<file path="config.mk">
export PLATFORM = sky130hd
export DESIGN_NAME = gas_module_serial_framer
export DESIGN_NICKNAME = d
export VERILOG_FILES = /design/src/logic/gas_framer_pkg.sv /design/src/logic/gas_module_serial_framer.sv /design/src/logic/uart_tx.sv /design/src/logic/uart_rx.sv
export SDC_FILE = /design/constraint.sdc
export NUM_CORES = 1
export LEC_CHECK = 0
export BUFFER_PORTS_ARGS = -buffer_cell sky130_fd_sc_hd__buf_4
export CORE_MARGIN = 2
export CORE_UTILIZATION = 50
export DETAILED_ROUTE_END_ITERATION = 7
export PLACE_DENSITY = 0.77
export SETUP_SLACK_MARGIN = 0.4
export SYNTH_ARGS = -nofsm -noshare
export SYNTH_HDL_FRONTEND = slang
export SYNTH_SLANG_ARGS = --single-unit
</file>
<file path="constraint.sdc">
create_clock -name aclk -period 6.9 [get_ports aclk]
set_clock_uncertainty 0.05 [all_clocks]
set_input_delay 1.38 -clock aclk [delete_from_list [all_inputs] [get_ports aclk]]
set_output_delay 1.38 -clock aclk [all_outputs]
set_load 0.1 [all_outputs]
</file>
<file path="src/logic/gas_framer_pkg.sv">
// shared constants and types of the gas module serial framer
package gas_framer_pkg;
  localparam longint CLK_HZ       = 200_000_000;
  localparam longint BAUD         = 9600;
  localparam longint UPLOAD_MS    = 500;
  localparam longint QA_TIMEOUT_S = 15;
  localparam longint PREHEAT_S    = 180;
  localparam longint SLOW_ON_MS   = 500;
  localparam longint SLOW_OFF_MS  = 500;
  localparam longint FAULT_ON_MS  = 75;
  localparam longint FAULT_OFF_MS = 175;
  localparam longint ALARM_ON_MS  = 25;
  localparam longint ALARM_OFF_MS = 75;

  localparam logic [15:0] BAUD_CYC      = 16'(CLK_HZ / BAUD);
  localparam logic [31:0] UPLOAD_CYC    = 32'(CLK_HZ / 1000 * UPLOAD_MS);
  localparam logic [31:0] QA_TIMEOUT_CYC = 32'(CLK_HZ * QA_TIMEOUT_S);
  localparam logic [35:0] PREHEAT_CYC   = 36'(CLK_HZ * PREHEAT_S);
  localparam logic [31:0] SLOW_ON_CYC   = 32'(CLK_HZ / 1000 * SLOW_ON_MS);
  localparam logic [31:0] SLOW_OFF_CYC  = 32'(CLK_HZ / 1000 * SLOW_OFF_MS);
  localparam logic [31:0] FAULT_ON_CYC  = 32'(CLK_HZ / 1000 * FAULT_ON_MS);
  localparam logic [31:0] FAULT_OFF_CYC = 32'(CLK_HZ / 1000 * FAULT_OFF_MS);
  localparam logic [31:0] ALARM_ON_CYC  = 32'(CLK_HZ / 1000 * ALARM_ON_MS);
  localparam logic [31:0] ALARM_OFF_CYC = 32'(CLK_HZ / 1000 * ALARM_OFF_MS);

  localparam logic [7:0] START_BYTE  = 8'hff;
  localparam logic [7:0] GAS_METHANE = 8'h01;
  localparam logic [7:0] UNIT_PPM    = 8'h03;
  localparam logic [7:0] DECIMALS    = 8'h00;
  localparam logic [7:0] RANGE_HI    = 8'h13;
  localparam logic [7:0] RANGE_LO    = 8'h88;
  localparam logic [7:0] CMD_READ    = 8'h86;
  localparam logic [7:0] RESERVED    = 8'h00;
  localparam logic [3:0] FRAME_LAST  = 4'h8;

  localparam logic [7:0] SENSOR_OFS   = 8'h00;
  localparam logic [7:0] STATUS_OFS   = 8'h04;
  localparam logic [7:0] IRQ_STAT_OFS = 8'h08;
  localparam logic [7:0] IRQ_MASK_OFS = 8'h0c;
  localparam int SENS_FAULT_BIT = 15;
  localparam int SENS_ALARM_BIT = 14;
  localparam int IRQ_SENT   = 0;
  localparam int IRQ_QUERY  = 1;
  localparam int IRQ_DROP   = 2;
  localparam int IRQ_REVERT = 3;
  localparam logic [15:0] SENSOR_RST   = 16'h0000;
  localparam logic [3:0]  IRQ_MASK_RST = 4'h0;
  localparam logic [1:0]  RESP_OKAY   = 2'b00;
  localparam logic [1:0]  RESP_DECERR = 2'b11;

  typedef enum logic [1:0] {
    PAT_OFF   = 2'b00,
    PAT_SLOW  = 2'b01,
    PAT_FAULT = 2'b10,
    PAT_ALARM = 2'b11
  } pat_t;

  typedef enum logic [2:0] {
    REG_SENSOR   = 3'b000,
    REG_STATUS   = 3'b001,
    REG_IRQ_STAT = 3'b010,
    REG_IRQ_MASK = 3'b011,
    REG_NONE     = 3'b100
  } reg_sel_t;

  // two's complement of the sum of bytes one to seven
  function automatic logic [7:0] frame_sum(input logic [8:0][7:0] f);
    logic [7:0] s;
    s = 8'h00;
    for (int i = 1; i < 8; i++) begin
      s = s + f[i];
    end
    return 8'(~s + 8'h01);
  endfunction

  function automatic reg_sel_t reg_decode(input logic [7:0] a);
    case (a)
      SENSOR_OFS:   return REG_SENSOR;
      STATUS_OFS:   return REG_STATUS;
      IRQ_STAT_OFS: return REG_IRQ_STAT;
      IRQ_MASK_OFS: return REG_IRQ_MASK;
      default:      return REG_NONE;
    endcase
  endfunction
endpackage

</file>
<file path="src/logic/gas_module_serial_framer.sv">
// nine-byte serial framer, mode control and indicator of the gas module
//
// Our own choices: the AXI4-Lite slave port and the register offsets.
`timescale 1ns/10ps
module gas_module_serial_framer
  import gas_framer_pkg::*;
#(
  parameter logic [15:0] BIT_CYC      = BAUD_CYC,
  parameter logic [31:0] UPLOAD_LEN   = UPLOAD_CYC,
  parameter logic [31:0] QA_LEN       = QA_TIMEOUT_CYC,
  parameter logic [35:0] PREHEAT_LEN  = PREHEAT_CYC,
  parameter logic [31:0] SLOW_ON_LEN  = SLOW_ON_CYC,
  parameter logic [31:0] SLOW_OFF_LEN = SLOW_OFF_CYC,
  parameter logic [31:0] FAULT_ON_LEN = FAULT_ON_CYC,
  parameter logic [31:0] FAULT_OFF_LEN = FAULT_OFF_CYC,
  parameter logic [31:0] ALARM_ON_LEN = ALARM_ON_CYC,
  parameter logic [31:0] ALARM_OFF_LEN = ALARM_OFF_CYC
) (
  input  wire logic        aclk,
  input  wire logic        aresetn,
  input  wire logic [7:0]  awaddr,
  input  wire logic        awvalid,
  output logic             awready,
  input  wire logic [31:0] wdata,
  input  wire logic [3:0]  wstrb,
  input  wire logic        wvalid,
  output logic             wready,
  output logic [1:0]       bresp,
  output logic             bvalid,
  input  wire logic        bready,
  input  wire logic [7:0]  araddr,
  input  wire logic        arvalid,
  output logic             arready,
  output logic [31:0]      rdata,
  output logic [1:0]       rresp,
  output logic             rvalid,
  input  wire logic        rready,
  input  wire logic        rxd,
  output logic             txd,
  output logic             led,
  output logic             irq
);
  typedef struct packed {
    logic             rx_meta;
    logic             rx_sync;
    logic             qa_mode;
    logic [31:0]      up_cnt;
    logic [31:0]      qa_cnt;
    logic [35:0]      pre_cnt;
    logic             pre_done;
    pat_t             pat;
    logic [31:0]      blink_cnt;
    logic             led;
    logic             up_pend;
    logic             resp_pend;
    logic [8:0][7:0]  tx_buf;
    logic [3:0]       tx_idx;
    logic             tx_busy;
    logic [8:0][7:0]  rx_buf;
    logic [3:0]       rx_idx;
    logic [15:0]      sensor;
    logic [3:0]       irq_stat;
    logic [3:0]       irq_mask;
    logic             aw_got;
    logic [7:0]       aw_addr;
    logic             w_got;
    logic [31:0]      w_data;
    logic [3:0]       w_strb;
    logic             bvalid;
    logic [1:0]       bresp;
    logic             rvalid;
    logic [31:0]      rdata;
    logic [1:0]       rresp;
  } state_t;

  state_t          st;
  state_t          next_st;
  logic [3:0]      ev;
  logic            tx_ready;
  logic            rx_valid;
  logic [7:0]      rx_data;

  // serial line at 9600 baud, 8N1
  uart_tx #(.BIT_CYC(BIT_CYC)) u_tx (
    .aclk    (aclk),
    .aresetn (aresetn),
    .valid   (st.tx_busy),
    .data    (st.tx_buf[st.tx_idx]),
    .ready   (tx_ready),
    .txd     (txd)
  );

  uart_rx #(.BIT_CYC(BIT_CYC)) u_rx (
    .aclk    (aclk),
    .aresetn (aresetn),
    .rxd     (st.rx_sync),
    .valid   (rx_valid),
    .data    (rx_data)
  );

  assign awready = !st.aw_got && !st.bvalid;
  assign wready  = !st.w_got && !st.bvalid;
  assign arready = !st.rvalid;
  assign bvalid  = st.bvalid;
  assign bresp   = st.bresp;
  assign rvalid  = st.rvalid;
  assign rdata   = st.rdata;
  assign rresp   = st.rresp;
  assign led     = st.led;
  assign irq     = |(st.irq_stat & st.irq_mask);

  always_comb begin
    logic [8:0][7:0] f;
    logic [3:0]      clr;
    pat_t            want;
    logic [31:0]     on_len;
    logic [31:0]     off_len;
    logic [7:0]      hi;
    next_st = st;
    ev      = 4'h0;
    clr     = 4'h0;
    f       = st.rx_buf;
    want    = PAT_OFF;
    hi      = 8'h00;
    on_len  = SLOW_ON_LEN;
    off_len = SLOW_OFF_LEN;
    next_st.rx_meta = rxd;
    next_st.rx_sync = st.rx_meta;

    // register bus: address and data taken in either order
    if (awvalid && awready) begin
      next_st.aw_got  = 1'b1;
      next_st.aw_addr = awaddr;
    end
    if (wvalid && wready) begin
      next_st.w_got  = 1'b1;
      next_st.w_data = wdata;
      next_st.w_strb = wstrb;
    end
    if (st.aw_got && st.w_got) begin
      next_st.aw_got = 1'b0;
      next_st.w_got  = 1'b0;
      next_st.bvalid = 1'b1;
      next_st.bresp  = RESP_OKAY;
      case (reg_decode(st.aw_addr))
        REG_SENSOR: begin
          for (int b = 0; b < 2; b++) begin
            if (st.w_strb[b]) begin
              next_st.sensor[8*b +: 8] = st.w_data[8*b +: 8];
            end
          end
        end
        REG_IRQ_STAT: clr = st.w_strb[0] ? st.w_data[3:0] : 4'h0;
        REG_IRQ_MASK: begin
          if (st.w_strb[0]) begin
            next_st.irq_mask = st.w_data[3:0];
          end
        end
        REG_STATUS: next_st.bresp = RESP_OKAY;
        default: next_st.bresp = RESP_DECERR;
      endcase
    end
    if (st.bvalid && bready) begin
      next_st.bvalid = 1'b0;
    end
    if (st.rvalid && rready) begin
      next_st.rvalid = 1'b0;
    end
    if (arvalid && arready) begin
      next_st.rvalid = 1'b1;
      next_st.rresp  = RESP_OKAY;
      case (reg_decode(araddr))
        REG_SENSOR:   next_st.rdata = {16'h0000, st.sensor};
        REG_STATUS:   next_st.rdata = {28'h0000000, st.tx_busy, st.led,
                                       st.pre_done, st.qa_mode};
        REG_IRQ_STAT: next_st.rdata = {28'h0000000, st.irq_stat};
        REG_IRQ_MASK: next_st.rdata = {28'h0000000, st.irq_mask};
        default: begin
          next_st.rdata = 32'h00000000;
          next_st.rresp = RESP_DECERR;
        end
      endcase
    end

    // periodic uploads run only in upload mode
    if (!st.qa_mode) begin
      if (st.up_cnt == UPLOAD_LEN - 32'h1) begin
        next_st.up_cnt  = 32'h0;
        next_st.up_pend = 1'b1;
      end else begin
        next_st.up_cnt = st.up_cnt + 32'h1;
      end
    end else begin
      next_st.up_cnt  = 32'h0;
      next_st.up_pend = 1'b0;
      if (st.qa_cnt == QA_LEN - 32'h1) begin
        next_st.qa_mode = 1'b0;
        ev[IRQ_REVERT]  = 1'b1;
      end else begin
        next_st.qa_cnt = st.qa_cnt + 32'h1;
      end
    end

    // receive: hunt for the start byte, then collect nine bytes
    if (rx_valid) begin
      if (st.rx_idx == 4'h0 && rx_data != START_BYTE) begin
        next_st.rx_idx = 4'h0;
      end else if (st.rx_idx == FRAME_LAST) begin
        f[8] = rx_data;
        next_st.rx_idx = 4'h0;
        // only a read command with a good sum is a query
        if (f[8] == frame_sum(f) && f[2] == CMD_READ) begin
          next_st.qa_mode   = 1'b1;
          next_st.qa_cnt    = 32'h0;
          next_st.resp_pend = 1'b1;
          // a waiting upload is dropped, the reply goes instead
          next_st.up_pend   = 1'b0;
          ev[IRQ_QUERY]     = 1'b1;
        end else begin
          ev[IRQ_DROP] = 1'b1;
        end
      end else begin
        next_st.rx_buf[st.rx_idx] = rx_data;
        next_st.rx_idx = st.rx_idx + 4'h1;
      end
    end

    // transmit: a reply outranks an upload
    if (st.tx_busy) begin
      if (tx_ready) begin
        if (st.tx_idx == FRAME_LAST) begin
          next_st.tx_busy = 1'b0;
          next_st.tx_idx  = 4'h0;
          ev[IRQ_SENT]    = 1'b1;
        end else begin
          next_st.tx_idx = st.tx_idx + 4'h1;
        end
      end
    end else if (st.resp_pend) begin
      // the alarm flag of the high byte is kept out of the reply, the fault flag stays in its top bit
      hi = {st.sensor[SENS_FAULT_BIT], 1'b0, st.sensor[13:8]};
      next_st.resp_pend = 1'b0;
      next_st.tx_busy   = 1'b1;
      next_st.tx_idx    = 4'h0;
      next_st.tx_buf    = {8'h00, st.sensor[7:0], hi, RESERVED, RESERVED,
                           st.sensor[7:0], hi, CMD_READ, START_BYTE};
      next_st.tx_buf[8] = frame_sum(next_st.tx_buf);
    end else if (st.up_pend && !st.qa_mode) begin
      hi = {st.sensor[SENS_FAULT_BIT], st.sensor[SENS_ALARM_BIT],
            st.sensor[13:8]};
      next_st.up_pend = 1'b0;
      next_st.tx_busy = 1'b1;
      next_st.tx_idx  = 4'h0;
      next_st.tx_buf  = {8'h00, RANGE_LO, RANGE_HI, st.sensor[7:0], hi,
                         DECIMALS, UNIT_PPM, GAS_METHANE,
                         START_BYTE};
      next_st.tx_buf[8] = frame_sum(next_st.tx_buf);
    end

    // indicator: fault outranks alarm outranks preheat
    if (!st.pre_done) begin
      if (st.pre_cnt == PREHEAT_LEN - 36'h1) begin
        next_st.pre_done = 1'b1;
      end else begin
        next_st.pre_cnt = st.pre_cnt + 36'h1;
      end
    end
    if (st.sensor[SENS_FAULT_BIT]) begin
      want = PAT_FAULT;
    end else if (st.sensor[SENS_ALARM_BIT]) begin
      want = PAT_ALARM;
    end else if (!st.pre_done) begin
      want = PAT_SLOW;
    end else begin
      want = PAT_OFF;
    end
    case (st.pat)
      PAT_FAULT: begin
        on_len  = FAULT_ON_LEN;
        off_len = FAULT_OFF_LEN;
      end
      PAT_ALARM: begin
        on_len  = ALARM_ON_LEN;
        off_len = ALARM_OFF_LEN;
      end
      default: begin
        on_len  = SLOW_ON_LEN;
        off_len = SLOW_OFF_LEN;
      end
    endcase
    next_st.blink_cnt = st.blink_cnt + 32'h1;
    if (want != st.pat) begin
      // a new pattern other than off starts with a full on phase
      next_st.pat       = want;
      next_st.blink_cnt = 32'h0;
      next_st.led       = (want != PAT_OFF);
    end else if (st.pat == PAT_OFF) begin
      next_st.led       = 1'b0;
      next_st.blink_cnt = 32'h0;
    end else if (st.led && st.blink_cnt == on_len - 32'h1) begin
      next_st.led       = 1'b0;
      next_st.blink_cnt = 32'h0;
    end else if (!st.led && st.blink_cnt == off_len - 32'h1) begin
      next_st.led       = 1'b1;
      next_st.blink_cnt = 32'h0;
    end

    // an event in the clearing cycle survives
    next_st.irq_stat = (st.irq_stat & ~clr) | ev;
  end

  always_ff @(posedge aclk) begin
    if (!aresetn) begin
      st          <= '0;
      st.rx_meta  <= 1'b1;
      st.rx_sync  <= 1'b1;
      st.sensor   <= SENSOR_RST;
      st.irq_mask <= IRQ_MASK_RST;
    end else begin
      st <= next_st;
    end
  end
endmodule // gas_module_serial_framer

</file>
<file path="src/logic/uart_tx.sv">
// serial transmitter, 8 data bits, one stop bit, no parity
`timescale 1ns/10ps
module uart_tx
  import gas_framer_pkg::*;
#(
  parameter logic [15:0] BIT_CYC = BAUD_CYC
) (
  input  wire logic       aclk,
  input  wire logic       aresetn,
  input  wire logic       valid,
  input  wire logic [7:0] data,
  output logic            ready,
  output logic            txd
);
  typedef enum logic [1:0] {
    TX_IDLE  = 2'b00,
    TX_START = 2'b01,
    TX_DATA  = 2'b10,
    TX_STOP  = 2'b11
  } tx_ph_t;

  typedef struct packed {
    tx_ph_t      ph;
    logic [15:0] cnt;
    logic [2:0]  bitn;
    logic [7:0]  sh;
    logic        line;
  } tx_st_t;

  tx_st_t st;
  tx_st_t next_st;

  assign ready = (st.ph == TX_IDLE);
  assign txd   = st.line;

  always_comb begin
    next_st = st;
    next_st.cnt = st.cnt + 16'h0001;
    case (st.ph)
      TX_IDLE: begin
        next_st.cnt = 16'h0000;
        if (valid) begin
          next_st.sh   = data;
          next_st.ph   = TX_START;
          next_st.line = 1'b0;
        end
      end
      TX_START: begin
        if (st.cnt == BIT_CYC - 16'h0001) begin
          next_st.cnt  = 16'h0000;
          next_st.bitn = 3'h0;
          next_st.ph   = TX_DATA;
          next_st.line = st.sh[0];
        end
      end
      TX_DATA: begin
        if (st.cnt == BIT_CYC - 16'h0001) begin
          next_st.cnt = 16'h0000;
          next_st.sh  = {1'b0, st.sh[7:1]};
          if (st.bitn == 3'h7) begin
            next_st.ph   = TX_STOP;
            next_st.line = 1'b1;
          end else begin
            next_st.bitn = st.bitn + 3'h1;
            next_st.line = st.sh[1];
          end
        end
      end
      default: begin
        if (st.cnt == BIT_CYC - 16'h0001) begin
          next_st.ph = TX_IDLE;
        end
      end
    endcase
  end

  always_ff @(posedge aclk) begin
    if (!aresetn) begin
      st      <= '0;
      st.line <= 1'b1;
    end else begin
      st <= next_st;
    end
  end
endmodule // uart_tx

</file>
<file path="src/logic/uart_rx.sv">
// serial receiver, 8 data bits, one stop bit, no parity
`timescale 1ns/10ps
module uart_rx
  import gas_framer_pkg::*;
#(
  parameter logic [15:0] BIT_CYC = BAUD_CYC
) (
  input  wire logic       aclk,
  input  wire logic       aresetn,
  input  wire logic       rxd,
  output logic            valid,
  output logic [7:0]      data
);
  typedef enum logic [1:0] {
    RX_IDLE  = 2'b00,
    RX_START = 2'b01,
    RX_DATA  = 2'b10,
    RX_STOP  = 2'b11
  } rx_ph_t;

  typedef struct packed {
    rx_ph_t      ph;
    logic [15:0] cnt;
    logic [2:0]  bitn;
    logic [7:0]  sh;
    logic        valid;
    logic [7:0]  data;
  } rx_st_t;

  rx_st_t st;
  rx_st_t next_st;

  assign valid = st.valid;
  assign data  = st.data;

  always_comb begin
    next_st = st;
    next_st.valid = 1'b0;
    next_st.cnt   = st.cnt + 16'h0001;
    case (st.ph)
      RX_IDLE: begin
        next_st.cnt = 16'h0000;
        if (!rxd) begin
          next_st.ph = RX_START;
        end
      end
      RX_START: begin
        // mid start bit: a glitch shorter than half a bit is dropped
        if (st.cnt == (BIT_CYC >> 1)) begin
          next_st.cnt  = 16'h0000;
          next_st.bitn = 3'h0;
          next_st.ph   = rxd ? RX_IDLE : RX_DATA;
        end
      end
      RX_DATA: begin
        if (st.cnt == BIT_CYC - 16'h0001) begin
          next_st.cnt = 16'h0000;
          next_st.sh  = {rxd, st.sh[7:1]};
          if (st.bitn == 3'h7) begin
            next_st.ph = RX_STOP;
          end else begin
            next_st.bitn = st.bitn + 3'h1;
          end
        end
      end
      default: begin
        // a missing stop bit loses the byte
        if (st.cnt == BIT_CYC - 16'h0001) begin
          next_st.ph    = RX_IDLE;
          next_st.valid = rxd;
          next_st.data  = rxd ? st.sh : st.data;
        end
      end
    endcase
  end

  always_ff @(posedge aclk) begin
    if (!aresetn) begin
      st <= '0;
    end else begin
      st <= next_st;
    end
  end
endmodule // uart_rx

</file>
; ---- Word-level counts from Yosys, hierarchy flattened
; Cells that the tools add are included.
[totals]
ff_bits = 452
latch_bits = 0
ramBits = 0
romBits = 0
input_bits = 60
out_inout_bits = 44
n_memories = 0
[op_classes]
add_sub_neg = 29
multipliers = 0
n_div = 0
n_lt_le_gt_ge = 3
eq_ne = 45
shifts = 0
n_mux = 92
bitwise_logic = 15
n_reduce_logical = 63
[op_table]
columns = op, n
row1 = $mux W32, 6
row2 = $mux W77, 2
row3 = $pmux W27 S2, 2
row4 = $add A32 B1 Y32 const B, 3
row5 = $pmux W16 S3, 2
row6 = $add A8 B8 Y8, 10
row7 = $mux W74, 1
row8 = $bwmux W72, 1
row9 = $eq A32 B32 Y1, 2
row10 = $pmux W16 S4, 1
row11 = $sub A32 B1 Y32 const B, 2
row12 = $mux W21, 2
row13 = $add A36 B1 Y36 const B, 1
row14 = $eq A36 B36 Y1 const B, 1
row15 = $mux W2, 18
row16 = $mux W35, 1
row17 = $add A16 B1 Y16 const B, 2
row18 = $bmux W8 S4, 1
row19 = $demux W8 S4, 1
row20 = $eq A16 B15 Y1 const B, 2
row21 = $eq A32 B27 Y1 const B, 1
row22 = $eq A32 B32 Y1 const B, 1
row23 = $eq A8 B4 Y1 const B, 4
row24 = $mux W30, 1
row25 = 57 further kinds, 179

; ---- Logic depth before layout (Yosys ltp)
; Gate-level depths: netlist of run 1.
[depth]
depth_word = 17
mapped_depth = 20

; ---- Hierarchy
; From an unflattened synthesis of run 1, not the netlist that was laid out.
[hier_totals]
hier_cells = 2288
hier_area_um2 = 19972.9
[modules_own_cells]
columns = mod, n_inst, cells_per_inst, area_per_inst_um2
row1 = gas_module_serial_framer, 1, 1919, 16509.6
row2 = uart_rx, 1, 199, 1941.9
row3 = uart_tx, 1, 170, 1521.5

; ---- Least setup slack after synthesis of run 1
; Ideal clock, no wire load.
[synth_timing]
path_kind = reg2reg
start = reg st[123] in the netlist's numbering
end = reg st[337] in the netlist's numbering
arrival_ns = 4.796
required_ns = 6.718
path_slack_ns = 1.922
path_stages_with_launch = 17
synth_period_minus_slack_ns = 4.978
cell_sequence = dfxtp_1 > fa_1 > inv_1 > fa_1 > fa_1 > inv_1 > fa_1 > ha_1 > nor2b_1 > o21a_1 > o211a_1 > o21a_1 > or3_1 > a211o_1 > a211oi_4 > buf_6 > nor3_1
[synth_via]
elab_chain_cells = 14
[synth_rtl]
columns = item, line
row1 = "start, declared", gas_module_serial_framer.sv:76  ; state_t st;
row2 = "start signal, assigned", gas_module_serial_framer.sv:320  ; st <= next_st;
row3 = $add A8 B8 Y8 (6 in a row), gas_framer_pkg.sv:71  ; s = s + f[i];
row4 = $not A8 Y8, gas_framer_pkg.sv:73  ; return 8'(~s + 8'h01);
row5 = $add A8 B1 Y8, gas_framer_pkg.sv:73
row6 = $eq A8 B8 Y1, gas_module_serial_framer.sv:212  ; if (f[8] == frame_sum(f) && f[2] == CMD_READ) begin
row7 = $logic_and A1 B1 Y1, gas_module_serial_framer.sv:212
row8 = $mux W32, gas_module_serial_framer.sv:212
row9 = $mux W32, gas_module_serial_framer.sv:208  ; end else if (st.rx_idx == FRAME_LAST) begin
row10 = $mux W32, gas_module_serial_framer.sv:206  ; if (st.rx_idx == 4'h0 && rx_data != START_BYTE) begin
row11 = $mux W32, gas_module_serial_framer.sv:205  ; if (rx_valid) begin
; Every way passes these cells.
; A chain may end at the register's enable or synchronous reset.

; ---- Worst setup path after layout of run 1
[layout_timing]
start = reg st[122] in the netlist's numbering
end = reg st[358] in the netlist's numbering
; The elaborated chain is that of the path after synthesis.

==> results of run 1 <==
## final timing paths
kind                            depth (start not counted)                  to
worst max register to register                         17  st[358]$_SDFF_PN0_
worst min-delay path                                    1  st[400]$_SDFF_PN1_
worst max-delay path                                   17  st[358]$_SDFF_PN0_
worst min register to register                          1  st[400]$_SDFF_PN1_
## synth_stat cells, types with 20 or more instances
cell type,n
nor3_1,65
nand2_1,295
a22oi_1,40
o21ai_0,46
xor2_1,115
xnor2_1,69
buf_4,36
mux2i_1,44
nor2b_1,20
clkbuf_1,86
nor2_1,303
a21oi_1,144
inv_1,101
and3_1,29
ha_1,53
dfxtp_1,391
nand3_1,104
nand4_1,38
fa_1,34
## layout make-up
| class | count | area, um^2 | share of cell area [%] |
|---|---|---|---|
| multi-input cells | 1622 | 10100 | 48.1 |
| repair buffers | 78 | 586 | 2.79 |
| clock inverters | 11 | 188 | 0.895 |
| clock buffers | 62 | 1260 | 6.00 |
| flip-flops and latches | 391 | 7830 | 37.3 |
| well taps | 511 | 639 | 3.05 |
| inverters | 103 | 394 | 1.88 |
## per-stage QoR
step / hold slack, ns / utilization (%) / setup slack, ns / power, mW / instances
floorplan: 0.336 / - / 1.92 / 2.54 / 2251
global placement: 0.364 / 52.2 / 1.69 / 2.58 / 2705
detailed placement: 0.357 / 52.2 / 1.60 / 2.59 / 2705
CTS: 0.370 / 56.1 / 1.58 / 4.92 / 2778
global route: 0.375 / 56.1 / 1.32 / 5.04 / 2778
finish: 0.363 / 56.1 / 1.59 / 4.89 / 2778
## power by group
group	internal, mW	switching [mW]	total (mW)	leakage [nW]
Clock	1.44	0.903	2.35	0.713
Sequential	2.29	0.0223	2.31	3.16
Combinational	0.0565	0.177	0.234	4.11
## registers in the layout, indices dropped and copies added, names as in the netlist
name and count:
st 301, u_rx.st 29, u_tx.st 29, rdata 16, u_rx.data 8, bresp 1
bvalid 1, led 1, next_st 1, rresp 1, rvalid 1, u_rx.valid 1
u_tx.txd 1
## worst max-delay path: cells and delay by family (launching register included)
family	cells	cell delay [ns]
and+or+nand+nor	4	0.67
adders and majority gates	5	2.58
AOI/OAI and AO/OA	4	0.92
DFF	1	0.33
buffers and inverters	4	0.58
## layer usage
metal	routed length [um]	share of wire [%]	vias up	global-route usage, %
met2	20000	48	323	36.4
met3	2050	4.9	70	3.39
met1	19000	45	7318	27.8
li1	-	-	7512	-
met4	956	2.3	0	6.21
met5	0	0	-	0
## cell families (layout without fill, tap and decap cells)
group	Yosys count	after routing	synth area share, %
adder cells (fa/ha/maj)	87	87	7.11
AO/OA/AOI/OAI	313	313	10.2
AND/OR/NAND/NOR	965	965	23.5
other	1	16	0.0198
XOR/XNOR	188	188	9.01
flip-flops	391	391	41.4
buffers and inverters	238	254	5.58
multiplexers	53	53	3.11
==> impl_results.md, run 1 <==
* Number of global-route vias before repair at 14,500
* Crit share post-route at 76.9%
* CTS tree: built
* Worst Setup Start Kind: flip-flop
* Final setup fails at 0
* DR vias/cell at 5.48
* # DRC at 0
* Slew Limit Headroom at 17.9%
* Area Overhead vs Synth at 11.0%
* CP max FO at 36
* Most area-hungry cell type in the Yosys netlist: dfxtp_1
* Dpl hpwl at 29,200 um
* Core area at 37,400 um^2
* Post-synth EDFFs at 0
* Worst Setup SP: st[122]$_SDFFE_PN0P_
* # Max-Cap Violations at 0
* Max IR drop VDD at 191 uV
* 1st-pass router iterations at 7
* R2R Setup Slk at 1.59 ns
* Ys Warns at 0
* Mapped cell area at 18,900 um^2
* WL per Instance at 15.1 um
* Mapped Cells at 2,236
* Die ar. at 39,400 um^2
* Hold_buf cts at 0
* Sink Count at 391
* Die height at 198 um
* RSZ-0062 raised after global routing: no
* CTS clock-pin slew for the worst setup and hold paths at 0.06 ns
* Clk Latency, worst-skew pair at 0.55 ns
* CP endpoint kind: flip-flop
* Commonest non-fill, non-tap cells in the layout: 391 x dfxtp_1, 303 x nor2_1, 295 x nand2_1
* Most used cell, CP: fa_1
* Most common cell after layout, fill and taps aside: dfxtp_1
* Min-delay worst type: flip-flop to flip-flop
* Main synth FF type: dfxtp_1
* Worst EP arrival at 5.63 ns
* Leakage at 7.98 nW
* # IOs at 104
* Max frequency at 0.188 GHz
* Iteration-0 DRC Markers at 1,048
* Final setup TNS at 0 ns
* Final WL at 42,000 um
* Worst Setup Path Type: flip-flop to flip-flop
* Slowest stage delay, CP at 0.54 ns
* Post-CTS Resized at 0
* First-pass GRT wire length at 69,400 um
* H-tree depth at 2
* R2R Path Start: st[122]$_SDFFE_PN0P_
* Tot GR Track Use at 21.3%
* Placer Congestion at 0.849
* Initial antenna violation count at 0
* Clock root buffer: clkbuf_16
* Outcome: finished clean
* Max clock buf depth at 3
* Slew @ Worst Pin at 1.23 ns
* Inserted Clock Buffers at 41
* Min-delay src: next_st[400]$_SDFF_PN1_
* Pin count of the biggest net entering global routing at 172
* Fin nets at 2,384
* Fin. Hold Viols at 0
* Fillers at 3,298
* Power per cell area at 233 nW/um^2
* Synth async-reset ratio at 0%
* Flops & latches, synth at 391
* Die Wd at 198 um
* Port buffer count at 69
* Antenna diodes at 0
* Placed cell areas at 19,500 um^2
* Site row count at 71
* Req. time, crit path at 7.22 ns
* Period minus WS final at 5.31 ns
* Post-CTS setup buffer count at 0
* Syn Area/Cell at 8.45 um^2
* Cells along the critical path: fa_1, inv_1, fa_1, fa_1, inv_1, fa_1, inv_1, fa_1, nor2b_1, o21a_1, o211a_1, nor3_1, or3_1, a211o_1, a211oi_4, buf_4, nor3_1
* Synth cell types at 74
* Final ANT Viol Nets at 0
* Starting density of the core at 50.5%
* Via count at 15,200
* Max Slew Vio Count at 0
* GR Overflow Total at 0
* Synth area leaders: dfxtp_1 41%, nor2_1 6.0%, nand2_1 5.9%
* Crit-path slowest cell: fa_1
* Layout cells sized above 1 at 7.32%
* Share of the synthesized area in the top cell type at 41.4%
* Final instance area at 21,000 um^2
* Seq/Total Area, Yosys at 41.4%
Note: power is estimated with default switching activity, not from simulation.
==> run 2: changes to the inputs <==
--- a/config.mk
+++ b/config.mk
@@ -9,7 +9,7 @@
 export CORE_MARGIN = 2
 export CORE_UTILIZATION = 50
 export DETAILED_ROUTE_END_ITERATION = 7
-export PLACE_DENSITY = 0.77
+export PLACE_DENSITY = 0.8
 export SETUP_SLACK_MARGIN = 0.4
 export SYNTH_ARGS = -nofsm -noshare
 export SYNTH_HDL_FRONTEND = slang
==> constraint.sdc (replaced) <==
create_clock -name aclk -period 4.65 [get_ports aclk]
set_clock_uncertainty 0.05 [all_clocks]
set_input_delay 0.93 -clock aclk [delete_from_list [all_inputs] [get_ports aclk]]
set_output_delay 0.93 -clock aclk [all_outputs]
set_load 0.1 [all_outputs]
==> impl_results.md, run 2 (synthesis gave the netlist of run 1 again) <==
* Outcome: complete, but fails checks
* # DRC at 0 (unchanged)
* Die Wd at 198 um (unchanged)
* Number of global-route vias before repair at 15,000 (+3.5%)
* GR Overflow Total at 0 (unchanged)
* Area Overhead vs Synth at 12.5%
* Worst EP arrival at 5.30 ns (-0.33 ns)
* 1st-pass router iterations at 5 (-2)
* Crit-path slowest cell: fa_1
* CP max FO at 9 (-75%)
* Antenna diodes at 0 (unchanged)
* Final ANT Viol Nets at 0 (unchanged)
* Commonest non-fill, non-tap cells in the layout: 389 x dfxtp_1, 303 x nor2_1, 295 x nand2_1
* R2R Path Start: st[146]$_SDFFE_PN0P_
* Req. time, crit path at 5.00 ns (-2.22 ns)
* Initial antenna violation count at 0 (unchanged)
* CTS tree: built
* Iteration-0 DRC Markers at 1,035 (-1.2%)
* # Max-Cap Violations at 0 (unchanged)
* Placed Cells at 2,719 (+0.52%)
* Failing checks: negative setup slack
* Min-delay worst type: flip-flop to flip-flop
* Inserted Clock Buffers at 41 (unchanged)
* WP buf/inv at 5 (+1)
* Pin count of the biggest net entering global routing at 137 (-20%)
* H-tree depth at 2 (unchanged)
* Final WL at 42,600 um (+1.5%)
* Slew Limit Headroom at 20.3% (+2.4 points)
* Worst Setup SP: st[146]$_SDFFE_PN0P_
* Site row count at 71 (unchanged)
* Clk Latency, worst-skew pair at 0.56 ns (about the same)
* RSZ-0062 raised after global routing: yes
* Most used cell, CP: fa_1
* CP endpoint kind: flip-flop
* First-pass GRT wire length at 69,700 um (+0.39%)
* Max clock buf depth at 3 (unchanged)
* Finished Layout Cells at 2,800 (+0.79%)
* Family with the most delay on the worst path: adder cells
* # IOs at 104 (unchanged)
* Final setup TNS at -9.92 ns (-9.92 ns)
* Via count at 15,500 (+1.6%)
* DR vias/cell at 5.52 (+0.79%)
* Clock root buffer: clkbuf_16
* Crit share post-route at 107% (+30 points)
* Sink Count at 391 (unchanged)
* Fin nets at 2,407 (+0.96%)
* Core area at 37,400 um^2 (unchanged)
* Most common cell after layout, fill and taps aside: dfxtp_1
* Worst Setup Path Type: flip-flop to flip-flop
* Slew @ Worst Pin at 1.19 ns (-0.0358 ns)
* Max Slew Vio Count at 0 (unchanged)
* Min-delay src: next_st[400]$_SDFF_PN1_
* Starting density of the core at 50.5% (unchanged)
* WL per Instance at 15.2 um (+0.72%)
* Top flop regs: st: 301 flops, u_rx.st: 29 flops, u_tx.st: 29 flops
* Fin. Hold Viols at 0 (unchanged)
* Worst Setup Start Kind: flip-flop
* Max IR drop VDD at 232 uV (+22%)
* Final WS setup at -0.303 ns (-1.89 ns)
* Cells along the critical path: fa_1, inv_2, fa_1, fa_1, inv_1, fa_2, inv_2, fa_2, nor2b_1, o21a_1, o211a_1, nor3_2, or3_1, a211o_1, a211oi_4, buf_6, clkbuf_16, nor3_1
* Placer Congestion at 0.898 (+5.8%)
* Dpl hpwl at 28,900 um (-0.96%)
* Period minus WS final at 4.95 ns (-0.356 ns)
* Hold Slack at 0.356 ns (-0.00735 ns)
* Hold_buf cts at 0 (unchanged)
* Layout cells sized above 1 at 9.09% (+1.8 points)
* Leakage at 8.10 nW (+1.5%)
* Max frequency at 0.202 GHz (+7.2%)
* Port buffer count at 69 (unchanged)
* Tot GR Track Use at 21.4% (+0.13 points)
* Biggest register: st
* Max reg flops at 301 (unchanged)
* CTS clock-pin slew for the worst setup and hold paths at 0.06 ns (about the same)
* Power per cell area at 338 nW/um^2 (+45%)
* Die height at 198 um (unchanged)
* Slowest stage delay, CP at 0.55 ns (about the same)
* Fillers at 3,185 (-3.4%)
* Final setup fails at 37 (+37)
* Die ar. at 39,400 um^2 (unchanged)
[run 2: layout make-up]
class | instances | area [um^2] | share of cell area [%]
multi-input combinational | 1622 | 10200 | 47.8
sequential | 391 | 7830 | 36.8
tap | 511 | 639 | 3.01
clock buffer | 55 | 1160 | 5.46
clock inverter | 17 | 248 | 1.17
inverter | 103 | 394 | 1.85
timing repair buffer | 101 | 821 | 3.86
[run 2: repair_timing]
action | CTS | global route
gates cloned | 0 | 4
endpoints found under the hold margin | 0 | 0
setup buffers | 1 | 4
setup endpoints to repair | 37 | 37
gates resized for setup | 3 | 8
pin swaps | 1 | 1
[run 2: final timing paths]
path | end | slack, ns | cells past startpoint
hold reg to reg | st[400]$_SDFF_PN1_ | 0.36 | 1
setup reg to reg | st[340]$_SDFF_PN0_ | -0.30 | 18
hold / removal | st[400]$_SDFF_PN1_ | 0.36 | 1
setup / recovery | st[340]$_SDFF_PN0_ | -0.30 | 18
[run 2: where the power goes]
group	switching [mW]	leakage (nW)	internal [mW]
sequential	0.0333	3.16	3.39
combinational	0.260	4.25	0.0834
clock	1.33	0.689	2.09
total	1.63	8.10	5.56
[run 2: worst reg2reg max path: stages (launching register included)]
cell and delay, ns:
dfxtp_2 0.33, fa_1 0.55, inv_2 0.04, fa_1 0.49
fa_1 0.50, inv_1 0.05, fa_2 0.54, inv_2 0.04
fa_2 0.33, nor2b_1 0.11, o21a_1 0.20, o211a_1 0.21
nor3_2 0.06, or3_1 0.35, a211o_1 0.31, a211oi_4 0.23
buf_6 0.17, clkbuf_16 0.16, nor3_1 0.06
[run 2: per-stage QoR]
step	utilization [%]	power [mW]	cell area (um^2)	worst slack, ns
2_1_floorplan	-	3.76	19000	-0.0925
3_3_place_gp	52.6	3.83	19700	-0.160
3_5_place_dp	52.6	3.84	19700	-0.259
4_1_cts	56.5	7.24	21100	-0.250
5_1_grt	56.8	7.43	21300	-0.527
6_report	56.8	7.19	21300	-0.303
[run 2: metal layers]
metal  global-route usage (%)  vias to the layer above  share of wire, %
met5                        0                        -                 0
met4                     9.05                        0               3.3
met3                     3.36                       97               5.4
met2                     36.3                      413                48
met1                     27.1                     7373                43
li1                         -                     7582                 -
